### src/rtl/tcoc_pkg.sv
// package: register map, field positions, reset values and mode encodings
package tcoc_pkg;
   localparam logic [7:0] TCOC_OFS_COMBO = 8'h00;
   localparam logic [7:0] TCOC_OFS_OE    = 8'h04;
   localparam logic [7:0] TCOC_OFS_CTRL  = 8'h08;
   localparam logic [7:0] TCOC_OFS_STAT  = 8'h0C;
   localparam logic [7:0] TCOC_COMBO_RST = 8'hC0;
   localparam logic [7:0] TCOC_OE_RST    = 8'hFF;
   localparam logic [7:0] TCOC_RSVD_MASK = 8'hC0;
   localparam logic [7:0] TCOC_CTRL_RST  = 8'h10;
   localparam int TCOC_SEL_HI = 5;
   localparam int TCOC_SEL_LO = 4;
   localparam int TCOC_EXT_TRIGGER_DISABLE   = 4;
   localparam int TCOC_SYNC_ENABLE_CH3  = 0;
   localparam int TCOC_SYNC_ENABLE_CH4  = 1;
   localparam int TCOC_PM3    = 2;
   localparam int TCOC_PM4    = 3;
   typedef enum logic [1:0] {TCOC_NORMAL, TCOC_COMP, TCOC_RSYNC} tcoc_mode_t;
   typedef enum {TCOC_IDLE, TCOC_WRESP} tcoc_wstate_t;
endpackage

### src/rtl/tcoc_pin_if.sv
// interface: per-pin timer output request and gated result
`timescale 1ns/1ps
interface tcoc_pin_if;
   logic [5:0] req_en;
   logic [5:0] req_lvl;
   logic [5:0] master_en;
   logic [5:0] out_en;
   logic [5:0] out_lvl;
   modport core (output req_en, output req_lvl, output master_en, input out_en, input out_lvl);
   modport gate (input req_en, input req_lvl, input master_en, output out_en, output out_lvl);
endinterface

### src/rtl/tcoc_pin_gate.sv
// module: master enable gating of the six timer output pins
`timescale 1ns/1ps
module tcoc_pin_gate (
   input wire logic CLK,
   input wire logic SYS_RST,
   tcoc_pin_if.gate pins
);
   // --------------------------------------------------
   // pin gating
   // --------------------------------------------------
   genvar g;
   generate
      for (g = 0; g < 6; g++) begin : gl
         always_ff @(posedge CLK) begin
            if (SYS_RST) begin
               pins.out_en[g]  <= 1'b0;
               pins.out_lvl[g] <= 1'b0;
            end else begin
               // a cleared enable hands the pin back to general I/O
               pins.out_en[g]  <= pins.master_en[g] & pins.req_en[g];
               pins.out_lvl[g] <= pins.master_en[g] & pins.req_en[g] & pins.req_lvl[g];
            end
         end
      end
   endgenerate
endmodule

### src/rtl/tcoc_top.sv
// module: channel 3/4 combination, buffer select and output master enable
//
// The implementer's own choices: the AXI4-Lite interface to the registers and the placing of the registers.
`timescale 1ns/1ps
module tcoc_top (
   input  wire logic        CLK,
   input  wire logic        SYS_RST,
   input  wire logic        STANDBY,
   input  wire logic        CAPTURE_A_CH1,
   input  wire logic [5:0]  PIN_REQ_EN,
   input  wire logic [5:0]  PIN_REQ_LVL,
   output logic      [5:0]  PIN_OUT_EN,
   output logic      [5:0]  PIN_OUT_LVL,
   output logic      [1:0]  COMBO_MODE,
   output logic             PULSE_MODE_CH3_EFF,
   output logic             PULSE_MODE_CH4_EFF,
   output logic             SYNC_ENABLE_CH3_EFF,
   output logic             SYNC_ENABLE_CH4_EFF,
   output logic      [3:0]  BUFFER_SEL,
   input  wire logic [7:0]  AWADDR,
   input  wire logic [2:0]  AWPROT,
   input  wire logic        AWVALID,
   output logic             AWREADY,
   input  wire logic [31:0] WDATA,
   input  wire logic [3:0]  WSTRB,
   input  wire logic        WVALID,
   output logic             WREADY,
   output logic      [1:0]  BRESP,
   output logic             BVALID,
   input  wire logic        BREADY,
   input  wire logic [7:0]  ARADDR,
   input  wire logic [2:0]  ARPROT,
   input  wire logic        ARVALID,
   output logic             ARREADY,
   output logic      [31:0] RDATA,
   output logic      [1:0]  RRESP,
   output logic             RVALID,
   input  wire logic        RREADY
);
   // --------------------------------------------------
   // registers
   // --------------------------------------------------
   logic [5:0]  combo_r;
   logic [5:0]  oe_r;
   logic [7:0]  ctrl_r;
   logic        aw_got_r;
   logic        w_got_r;
   logic [7:0]  awaddr_r;
   logic [31:0] wdata_r;
   logic [3:0]  wstrb_r;
   logic        trig_r;
   logic        wr_fire;
   logic        trig_hit;
   logic        joint_pwm;
   tcoc_pkg::tcoc_mode_t  mode;
   tcoc_pkg::tcoc_wstate_t wst_r;

   // decode of the two-bit combination field
   function automatic tcoc_pkg::tcoc_mode_t tcoc_decode(input logic [1:0] sel);
      case (sel)
         2'b10:   tcoc_decode = tcoc_pkg::TCOC_COMP;
         2'b11:   tcoc_decode = tcoc_pkg::TCOC_RSYNC;
         default: tcoc_decode = tcoc_pkg::TCOC_NORMAL;
      endcase
   endfunction

   assign mode      = tcoc_decode(combo_r[tcoc_pkg::TCOC_SEL_HI:tcoc_pkg::TCOC_SEL_LO]);
   assign joint_pwm = (mode != tcoc_pkg::TCOC_NORMAL);
   // capture trigger only when enabled and in a joint mode
   assign trig_hit  = CAPTURE_A_CH1 & ~ctrl_r[tcoc_pkg::TCOC_EXT_TRIGGER_DISABLE] & joint_pwm;

   // --------------------------------------------------
   // axi4-lite write channel
   // --------------------------------------------------
   assign AWREADY = (wst_r == tcoc_pkg::TCOC_IDLE) & ~aw_got_r;
   assign WREADY  = (wst_r == tcoc_pkg::TCOC_IDLE) & ~w_got_r;
   assign wr_fire = (wst_r == tcoc_pkg::TCOC_IDLE)
                  & (aw_got_r | AWVALID) & (w_got_r | WVALID);

   always_ff @(posedge CLK) begin
      if (SYS_RST) begin
         aw_got_r <= 1'b0;
         w_got_r  <= 1'b0;
         awaddr_r <= 8'h00;
         wdata_r  <= 32'h0000_0000;
         wstrb_r  <= 4'h0;
         wst_r    <= tcoc_pkg::TCOC_IDLE;
         BVALID   <= 1'b0;
         BRESP    <= 2'b00;
      end else begin
         case (wst_r)
            tcoc_pkg::TCOC_IDLE: begin
               if (AWVALID && AWREADY) begin
                  aw_got_r <= 1'b1;
                  awaddr_r <= AWADDR;
               end
               if (WVALID && WREADY) begin
                  w_got_r <= 1'b1;
                  wdata_r <= WDATA;
                  wstrb_r <= WSTRB;
               end
               if (wr_fire) begin
                  aw_got_r <= 1'b0;
                  w_got_r  <= 1'b0;
                  wst_r    <= tcoc_pkg::TCOC_WRESP;
                  BVALID   <= 1'b1;
                  BRESP    <= 2'b00;
               end
            end
            tcoc_pkg::TCOC_WRESP: begin
               if (BREADY) begin
                  BVALID <= 1'b0;
                  wst_r  <= tcoc_pkg::TCOC_IDLE;
               end
            end
            default: wst_r <= tcoc_pkg::TCOC_IDLE;
         endcase
      end
   end

   // effective write address and data at the firing edge
   logic [7:0] wa;
   logic [7:0] wd;
   logic       wb0;
   assign wa  = aw_got_r ? awaddr_r : AWADDR;
   assign wd  = w_got_r ? wdata_r[7:0] : WDATA[7:0];
   assign wb0 = w_got_r ? wstrb_r[0] : WSTRB[0];

   // --------------------------------------------------
   // combination function control register
   // --------------------------------------------------
   always_ff @(posedge CLK) begin
      if (SYS_RST || STANDBY) begin
         combo_r <= tcoc_pkg::TCOC_COMBO_RST[5:0];
      end else if (wr_fire && wb0 && wa == tcoc_pkg::TCOC_OFS_COMBO) begin
         combo_r <= wd[5:0];
      end
   end

   // --------------------------------------------------
   // output master enable register
   // --------------------------------------------------
   always_ff @(posedge CLK) begin
      if (SYS_RST || STANDBY) begin
         oe_r <= tcoc_pkg::TCOC_OE_RST[5:0];
      end else if (trig_hit) begin
         oe_r <= 6'h00;
      end else if (wr_fire && wb0 && wa == tcoc_pkg::TCOC_OFS_OE) begin
         oe_r <= wd[5:0];
      end
   end

   // --------------------------------------------------
   // auxiliary control: trigger disable, sync and pulse mode bits
   // --------------------------------------------------
   always_ff @(posedge CLK) begin
      if (SYS_RST || STANDBY) begin
         ctrl_r <= tcoc_pkg::TCOC_CTRL_RST;
      end else if (wr_fire && wb0 && wa == tcoc_pkg::TCOC_OFS_CTRL) begin
         ctrl_r <= {3'b000, wd[4:0]};
      end
   end

   // sticky record that the capture trigger fired, cleared by status read
   logic rd_stat;
   always_ff @(posedge CLK) begin
      if (SYS_RST || STANDBY) begin
         trig_r <= 1'b0;
      end else if (trig_hit) begin
         trig_r <= 1'b1;
      end else if (rd_stat) begin
         trig_r <= 1'b0;
      end
   end

   // --------------------------------------------------
   // axi4-lite read channel
   // --------------------------------------------------
   assign ARREADY = ~RVALID;
   assign rd_stat = ARVALID & ARREADY & (ARADDR == tcoc_pkg::TCOC_OFS_STAT);

   always_ff @(posedge CLK) begin
      if (SYS_RST) begin
         RVALID <= 1'b0;
         RDATA  <= 32'h0000_0000;
         RRESP  <= 2'b00;
      end else if (ARVALID && ARREADY) begin
         RVALID <= 1'b1;
         RRESP  <= 2'b00;
         case (ARADDR)
            tcoc_pkg::TCOC_OFS_COMBO: RDATA <= {24'h00_0000, tcoc_pkg::TCOC_RSVD_MASK[7:6], combo_r};
            tcoc_pkg::TCOC_OFS_OE:    RDATA <= {24'h00_0000, tcoc_pkg::TCOC_RSVD_MASK[7:6], oe_r};
            tcoc_pkg::TCOC_OFS_CTRL:  RDATA <= {24'h00_0000, ctrl_r};
            tcoc_pkg::TCOC_OFS_STAT:  RDATA <= {29'h0000_0000, trig_r, mode};
            default: begin
               RDATA <= 32'h0000_0000;
               RRESP <= 2'b10;
            end
         endcase
      end else if (RREADY) begin
         RVALID <= 1'b0;
      end
   end

   // --------------------------------------------------
   // mode outputs
   // --------------------------------------------------
   assign COMBO_MODE          = mode;
   assign PULSE_MODE_CH3_EFF  = ctrl_r[tcoc_pkg::TCOC_PM3] & ~joint_pwm;
   assign PULSE_MODE_CH4_EFF  = ctrl_r[tcoc_pkg::TCOC_PM4] & ~joint_pwm;
   assign SYNC_ENABLE_CH3_EFF = ctrl_r[tcoc_pkg::TCOC_SYNC_ENABLE_CH3];
   assign SYNC_ENABLE_CH4_EFF = ctrl_r[tcoc_pkg::TCOC_SYNC_ENABLE_CH4];
   assign BUFFER_SEL          = combo_r[3:0];

   // --------------------------------------------------
   // pin gating
   // --------------------------------------------------
   tcoc_pin_if pif ();
   assign pif.req_en    = PIN_REQ_EN;
   assign pif.req_lvl   = PIN_REQ_LVL;
   assign pif.master_en = oe_r;
   assign PIN_OUT_EN    = pif.out_en;
   assign PIN_OUT_LVL   = pif.out_lvl;

   tcoc_pin_gate u_gate (
      .CLK     (CLK),
      .SYS_RST (SYS_RST),
      .pins    (pif.gate)
   );
endmodule

### config.mk
export PLATFORM = sky130hd
export DESIGN_NAME = tcoc_top
export DESIGN_NICKNAME = d
export VERILOG_FILES = /design/src/rtl/tcoc_pkg.sv /design/src/rtl/tcoc_pin_if.sv /design/src/rtl/tcoc_pin_gate.sv /design/src/rtl/tcoc_top.sv
export SDC_FILE = /design/constraint.sdc
export NUM_CORES = 1
export LEC_CHECK = 0
export BUFFER_PORTS_ARGS = -buffer_cell sky130_fd_sc_hd__buf_4
export CORE_AREA = 2 2 89 91
export CTS_CLUSTER_SIZE = 20
export DETAILED_ROUTE_END_ITERATION = 10
export DIE_AREA = 0 0 91 93
export GPL_ROUTABILITY_DRIVEN = 0
export HOLD_SLACK_MARGIN = 0.05
export PLACE_DENSITY_LB_ADDON = 0.25
export SETUP_SLACK_MARGIN = 0.4
export SYNTH_ARGS = -nofsm -noshare
export SYNTH_HDL_FRONTEND = slang
export SYNTH_SLANG_ARGS = --single-unit
### constraint.sdc
create_clock -name CLK -period 4.75 [get_ports CLK]
set_input_delay 0.475 -clock CLK [delete_from_list [all_inputs] [get_ports CLK]]
set_output_delay 0.475 -clock CLK [all_outputs]
set_load 0.02 [all_outputs]
==> results.txt <==
- Setup repair after global routing left no endpoint under its margin.
- The total area inside the core boundary comes to 0.00753 mm^2.
* Clock tree from TritonCTS: built
* Core utilization of the finished layout: 0.464
* Achievable clock frequency: 464 MHz
* Data required time of the worst path: 5000 ps
- The smallest clock period supported by the final layout is computed as 2160 ps.
- In this run the tightest slew margin relative to its limit is 0.469.
* Count of unique library cells instantiated by Yosys: 47
- Entering global routing, the biggest net connects 36 pins.
- Setup slack on the worst flop-to-flop path: around 2600 ps
- The tightest min-delay check is of the in -> reg type.
- Buffers placed on the I/O ports in this run total 79.
- The worst setup path is of the reg -> reg kind.
* Sequential share of the synthesized area: 0.410
- Hold buffer count at cts: 0
- Largest area contributor in the synthesized netlist: sky130_fd_sc_hd__dfxtp_1
* Number of standard cells after synthesis: 279
- Layout net count: about 430
- The tree is rooted in a sky130_fd_sc_hd__clkbuf_8.
- On the final layout, the worst clock skew is 9.25 ps.
* Post-synth top cells: sky130_fd_sc_hd__dfxtp_1 (57), sky130_fd_sc_hd__mux2i_1 (33), sky130_fd_sc_hd__buf_4 (32), sky130_fd_sc_hd__nor2_1 (29), sky130_fd_sc_hd__nand2_1 (15)
- Pwr Density: 330 mW/mm^2
* Detailed router's first-iteration violation count: 86
- Number of buffers added by the clock tree synthesis step: 9
- Of the post-synthesis cell area, the dominant cell type holds 0.410.
* HPWL Detailed: 4410 um
* Die Y-Extent: about 93 um
- Critical path arrival: 2410 ps
* Final Setup Violations: 0
- From synthesis to final layout, the design area changed by 25.3%.
- In the final timing run, aggregate negative setup slack is 0 ps.
* Source-to-sink clock delay at the later pin of the worst-skew pair: 340 ps
- The via count of the first global-routing pass was 1968.
* Met3 layer usage reported by global route: 0.0459
* Maximum net fanout on the critical path: 15
* Total count of max-transition violations in the final report: 0
- Final Routed Wirelength: 5920 um
- The clock passes through at most 2 buffers.
- Summed over all cells, the static leakage comes to around 1.6 nW.
- DRC viols: 0
* Clock slew at the register clock pins of the worst setup and hold paths: 70 ps
- After detailed routing, the number of vias per cell comes to 4.60.
- The floorplan has 32 rows.
* YS warnings: 0
- Most frequently used flop master after synthesis: sky130_fd_sc_hd__dfxtp_1
- Count of instances resized after the clock tree is built: 0
* Slew @ Worst Pin: 795 ps
- During I/O placement, the number of pins put on the boundary was roughly 140.
- Once detail routing completed, the nets flagged for antenna violations numbered 0.
* Min-delay src: PIN_REQ_LVL[5]
* Number of enable-type register cells in the synthesized netlist: 0
* Per-cell routed wire length: 13.0 um
* Terminating pin of the worst hold path: u_gate.pins.out_lvl[5]
- Post-synthesis average cell area: approximately 10 um^2
- The initial antenna violation count came to 0.
- Reg-to-reg endpoint: combo_r[5]
* Global-route congestion overflow total: 0
- DR pass1 iterations: 4
- In the post-synthesis netlist, the cell with the most instances is sky130_fd_sc_hd__dfxtp_1.
* H-tree Lvls: 3
- The startpoint identified for the worst register-to-register timing path is aw_got_r.
- Worst hold stages: 2
- From left edge to right edge, the die measures ~90 um.
- The mapped netlist covers 0.00279 mm^2.
- The tree built by TritonCTS fans out to 57 sinks.
- FFs w/ async S/R, synth: 0
- After synthesis the netlist holds a flip-flop and latch count of between 50 and 60.
- The count of final hold-check violations was 0.
- In this run the post-CTS setup repair buffer count came out at 0.
* Worst-case vdd ir drop: 124 uV
- 0 antenna diodes ended up in the layout.
- The die covers 0.00846 mm^2.
- The first global-routing pass estimated 9580 um of wire.
- STA classifies the critical path endpoint as a register.
* Via count: between 2000 and 2500
* Max capacitance violation total: 0
- Global Route Usage Sum: 0.146
- Synth area leaders: sky130_fd_sc_hd__dfxtp_1 (41%), sky130_fd_sc_hd__mux2i_1 (12%), sky130_fd_sc_hd__buf_4 (8.6%), sky130_fd_sc_hd__nor2_1 (3.9%), sky130_fd_sc_hd__a41o_2 (2.4%)
- Kind of start point of the critical path: register
* Met2 track demand over resource: 0.219
- The global routing stage identified its most utilized layer as met2.
- Status: finished clean
* Met1 usage: 0.188
- Dividing the final minimum period by the clock period gives 0.454.
- Number of cells on the worst reg-to-reg path: 4
* Starting Density: 0.370
* Fraction of final layout cells with drive strength greater than 1: 0.339
[per-stage QoR]
stage | power (mW) | setup WS [ps] | instance area, um^2 | std cells | hold slack, ps
6_report | 1.15 | 2590 | 3490 | 456 | 336
5_1_grt | 1.21 | 2450 | 3490 | 456 | 332
4_1_cts | 1.17 | 2560 | 3490 | 456 | 319
3_5_place_dp | 0.701 | 2570 | 3290 | 440 | 447
3_3_place_gp | 0.699 | 2570 | 3290 | 440 | 444
2_1_floorplan | 0.661 | 3000 | 2880 | 305 | 444
[where the power goes]
group          switching [mW]  internal, mW
Combinational          0.0990        0.0776
Clock                   0.192         0.269
Sequential             0.0163         0.497
Total                   0.307         0.843
[cells by family (layout without fill, tap and decap cells)]
logic type	after synthesis	in the layout	share of synthesized area
and+or+nand+nor	88	88	0.185
other	1	27	0.00135
buffers and inverters	53	102	0.127
AOI/OAI and AO/OA	42	42	0.126
DFF	57	57	0.410
muxes	38	38	0.151
[critical path, cell delays in order, from the launching register on]
cell                      delay (ps)
sky130_fd_sc_hd__dfxtp_1         570
sky130_fd_sc_hd__or4b_4          530
sky130_fd_sc_hd__o22ai_4         440
sky130_fd_sc_hd__nand4_4         270
sky130_fd_sc_hd__o31ai_2         260
[registers in the layout (all words and copies together), names as in the netlist, 5 cells and up]
name                 cells
wdata_r                  6
oe_r                     6
combo_r                  6
ctrl_r                   5
u_gate.pins.out_en       6
RDATA                    7
u_gate.pins.out_lvl      6
awaddr_r                 8
[worst max-delay path by stage]
stage,startpoint,end,slack [ps]
finish,aw_got_r,combo_r[5],2590
floorplan,AWADDR[4],oe_r[4],3000
detailed placement,AWADDR[4],combo_r[5],2570
CTS,aw_got_r,combo_r[5],2560
global placement,AWADDR[4],combo_r[5],2570
global route,aw_got_r,combo_r[5],2450
[per-layer routing]
| metal | part of all wire | vias up |
|---|---|---|
| met1 | 0.47 | 941 |
| met4 | 0.017 | 0 |
| met5 | 0 | - |
| met2 | 0.44 | 82 |
| li1 | - | 1068 |
| met3 | 0.070 | 8 |
[cell type report]
| class | instances | area (um^2) |
|---|---|---|
| Multi-Input combinational cell | 195 | 1390 |
| Sequential cell | 57 | 1140 |
| Inverter | 5 | 18.8 |
| Fill cell | 762 | 4040 |
| Clock buffer | 11 | 151 |
| Tap cell | 102 | 128 |
| Clock inverter | 5 | 53.8 |
| Timing Repair Buffer | 81 | 608 |
[cell usage in the layout (no fill, tap or decap), types with 2 or more instances in the layout]
cell type,instances
sky130_fd_sc_hd__nand4_4,2
sky130_fd_sc_hd__conb_1,27
sky130_fd_sc_hd__buf_4,81
sky130_fd_sc_hd__nor2b_1,4
sky130_fd_sc_hd__clkinv_2,3
sky130_fd_sc_hd__o21a_1,2
sky130_fd_sc_hd__mux2_2,2
sky130_fd_sc_hd__and3b_1,7
sky130_fd_sc_hd__a41o_2,6
sky130_fd_sc_hd__o32ai_1,2
sky130_fd_sc_hd__mux4_2,3
sky130_fd_sc_hd__nand2b_1,7
sky130_fd_sc_hd__and2_1,8
sky130_fd_sc_hd__o31ai_2,2
sky130_fd_sc_hd__mux2i_1,33
sky130_fd_sc_hd__nand2_1,15
sky130_fd_sc_hd__a22oi_1,5
sky130_fd_sc_hd__a31oi_1,6
sky130_fd_sc_hd__o2bb2ai_1,2
sky130_fd_sc_hd__nor3_1,4
sky130_fd_sc_hd__o21ai_1,5
sky130_fd_sc_hd__inv_1,5
sky130_fd_sc_hd__nor3b_1,2
sky130_fd_sc_hd__clkbuf_8,11
sky130_fd_sc_hd__dfxtp_1,57
sky130_fd_sc_hd__nor2_1,29
sky130_fd_sc_hd__a21oi_1,6
No activity file was read; power rests on OpenSTA's default activity.
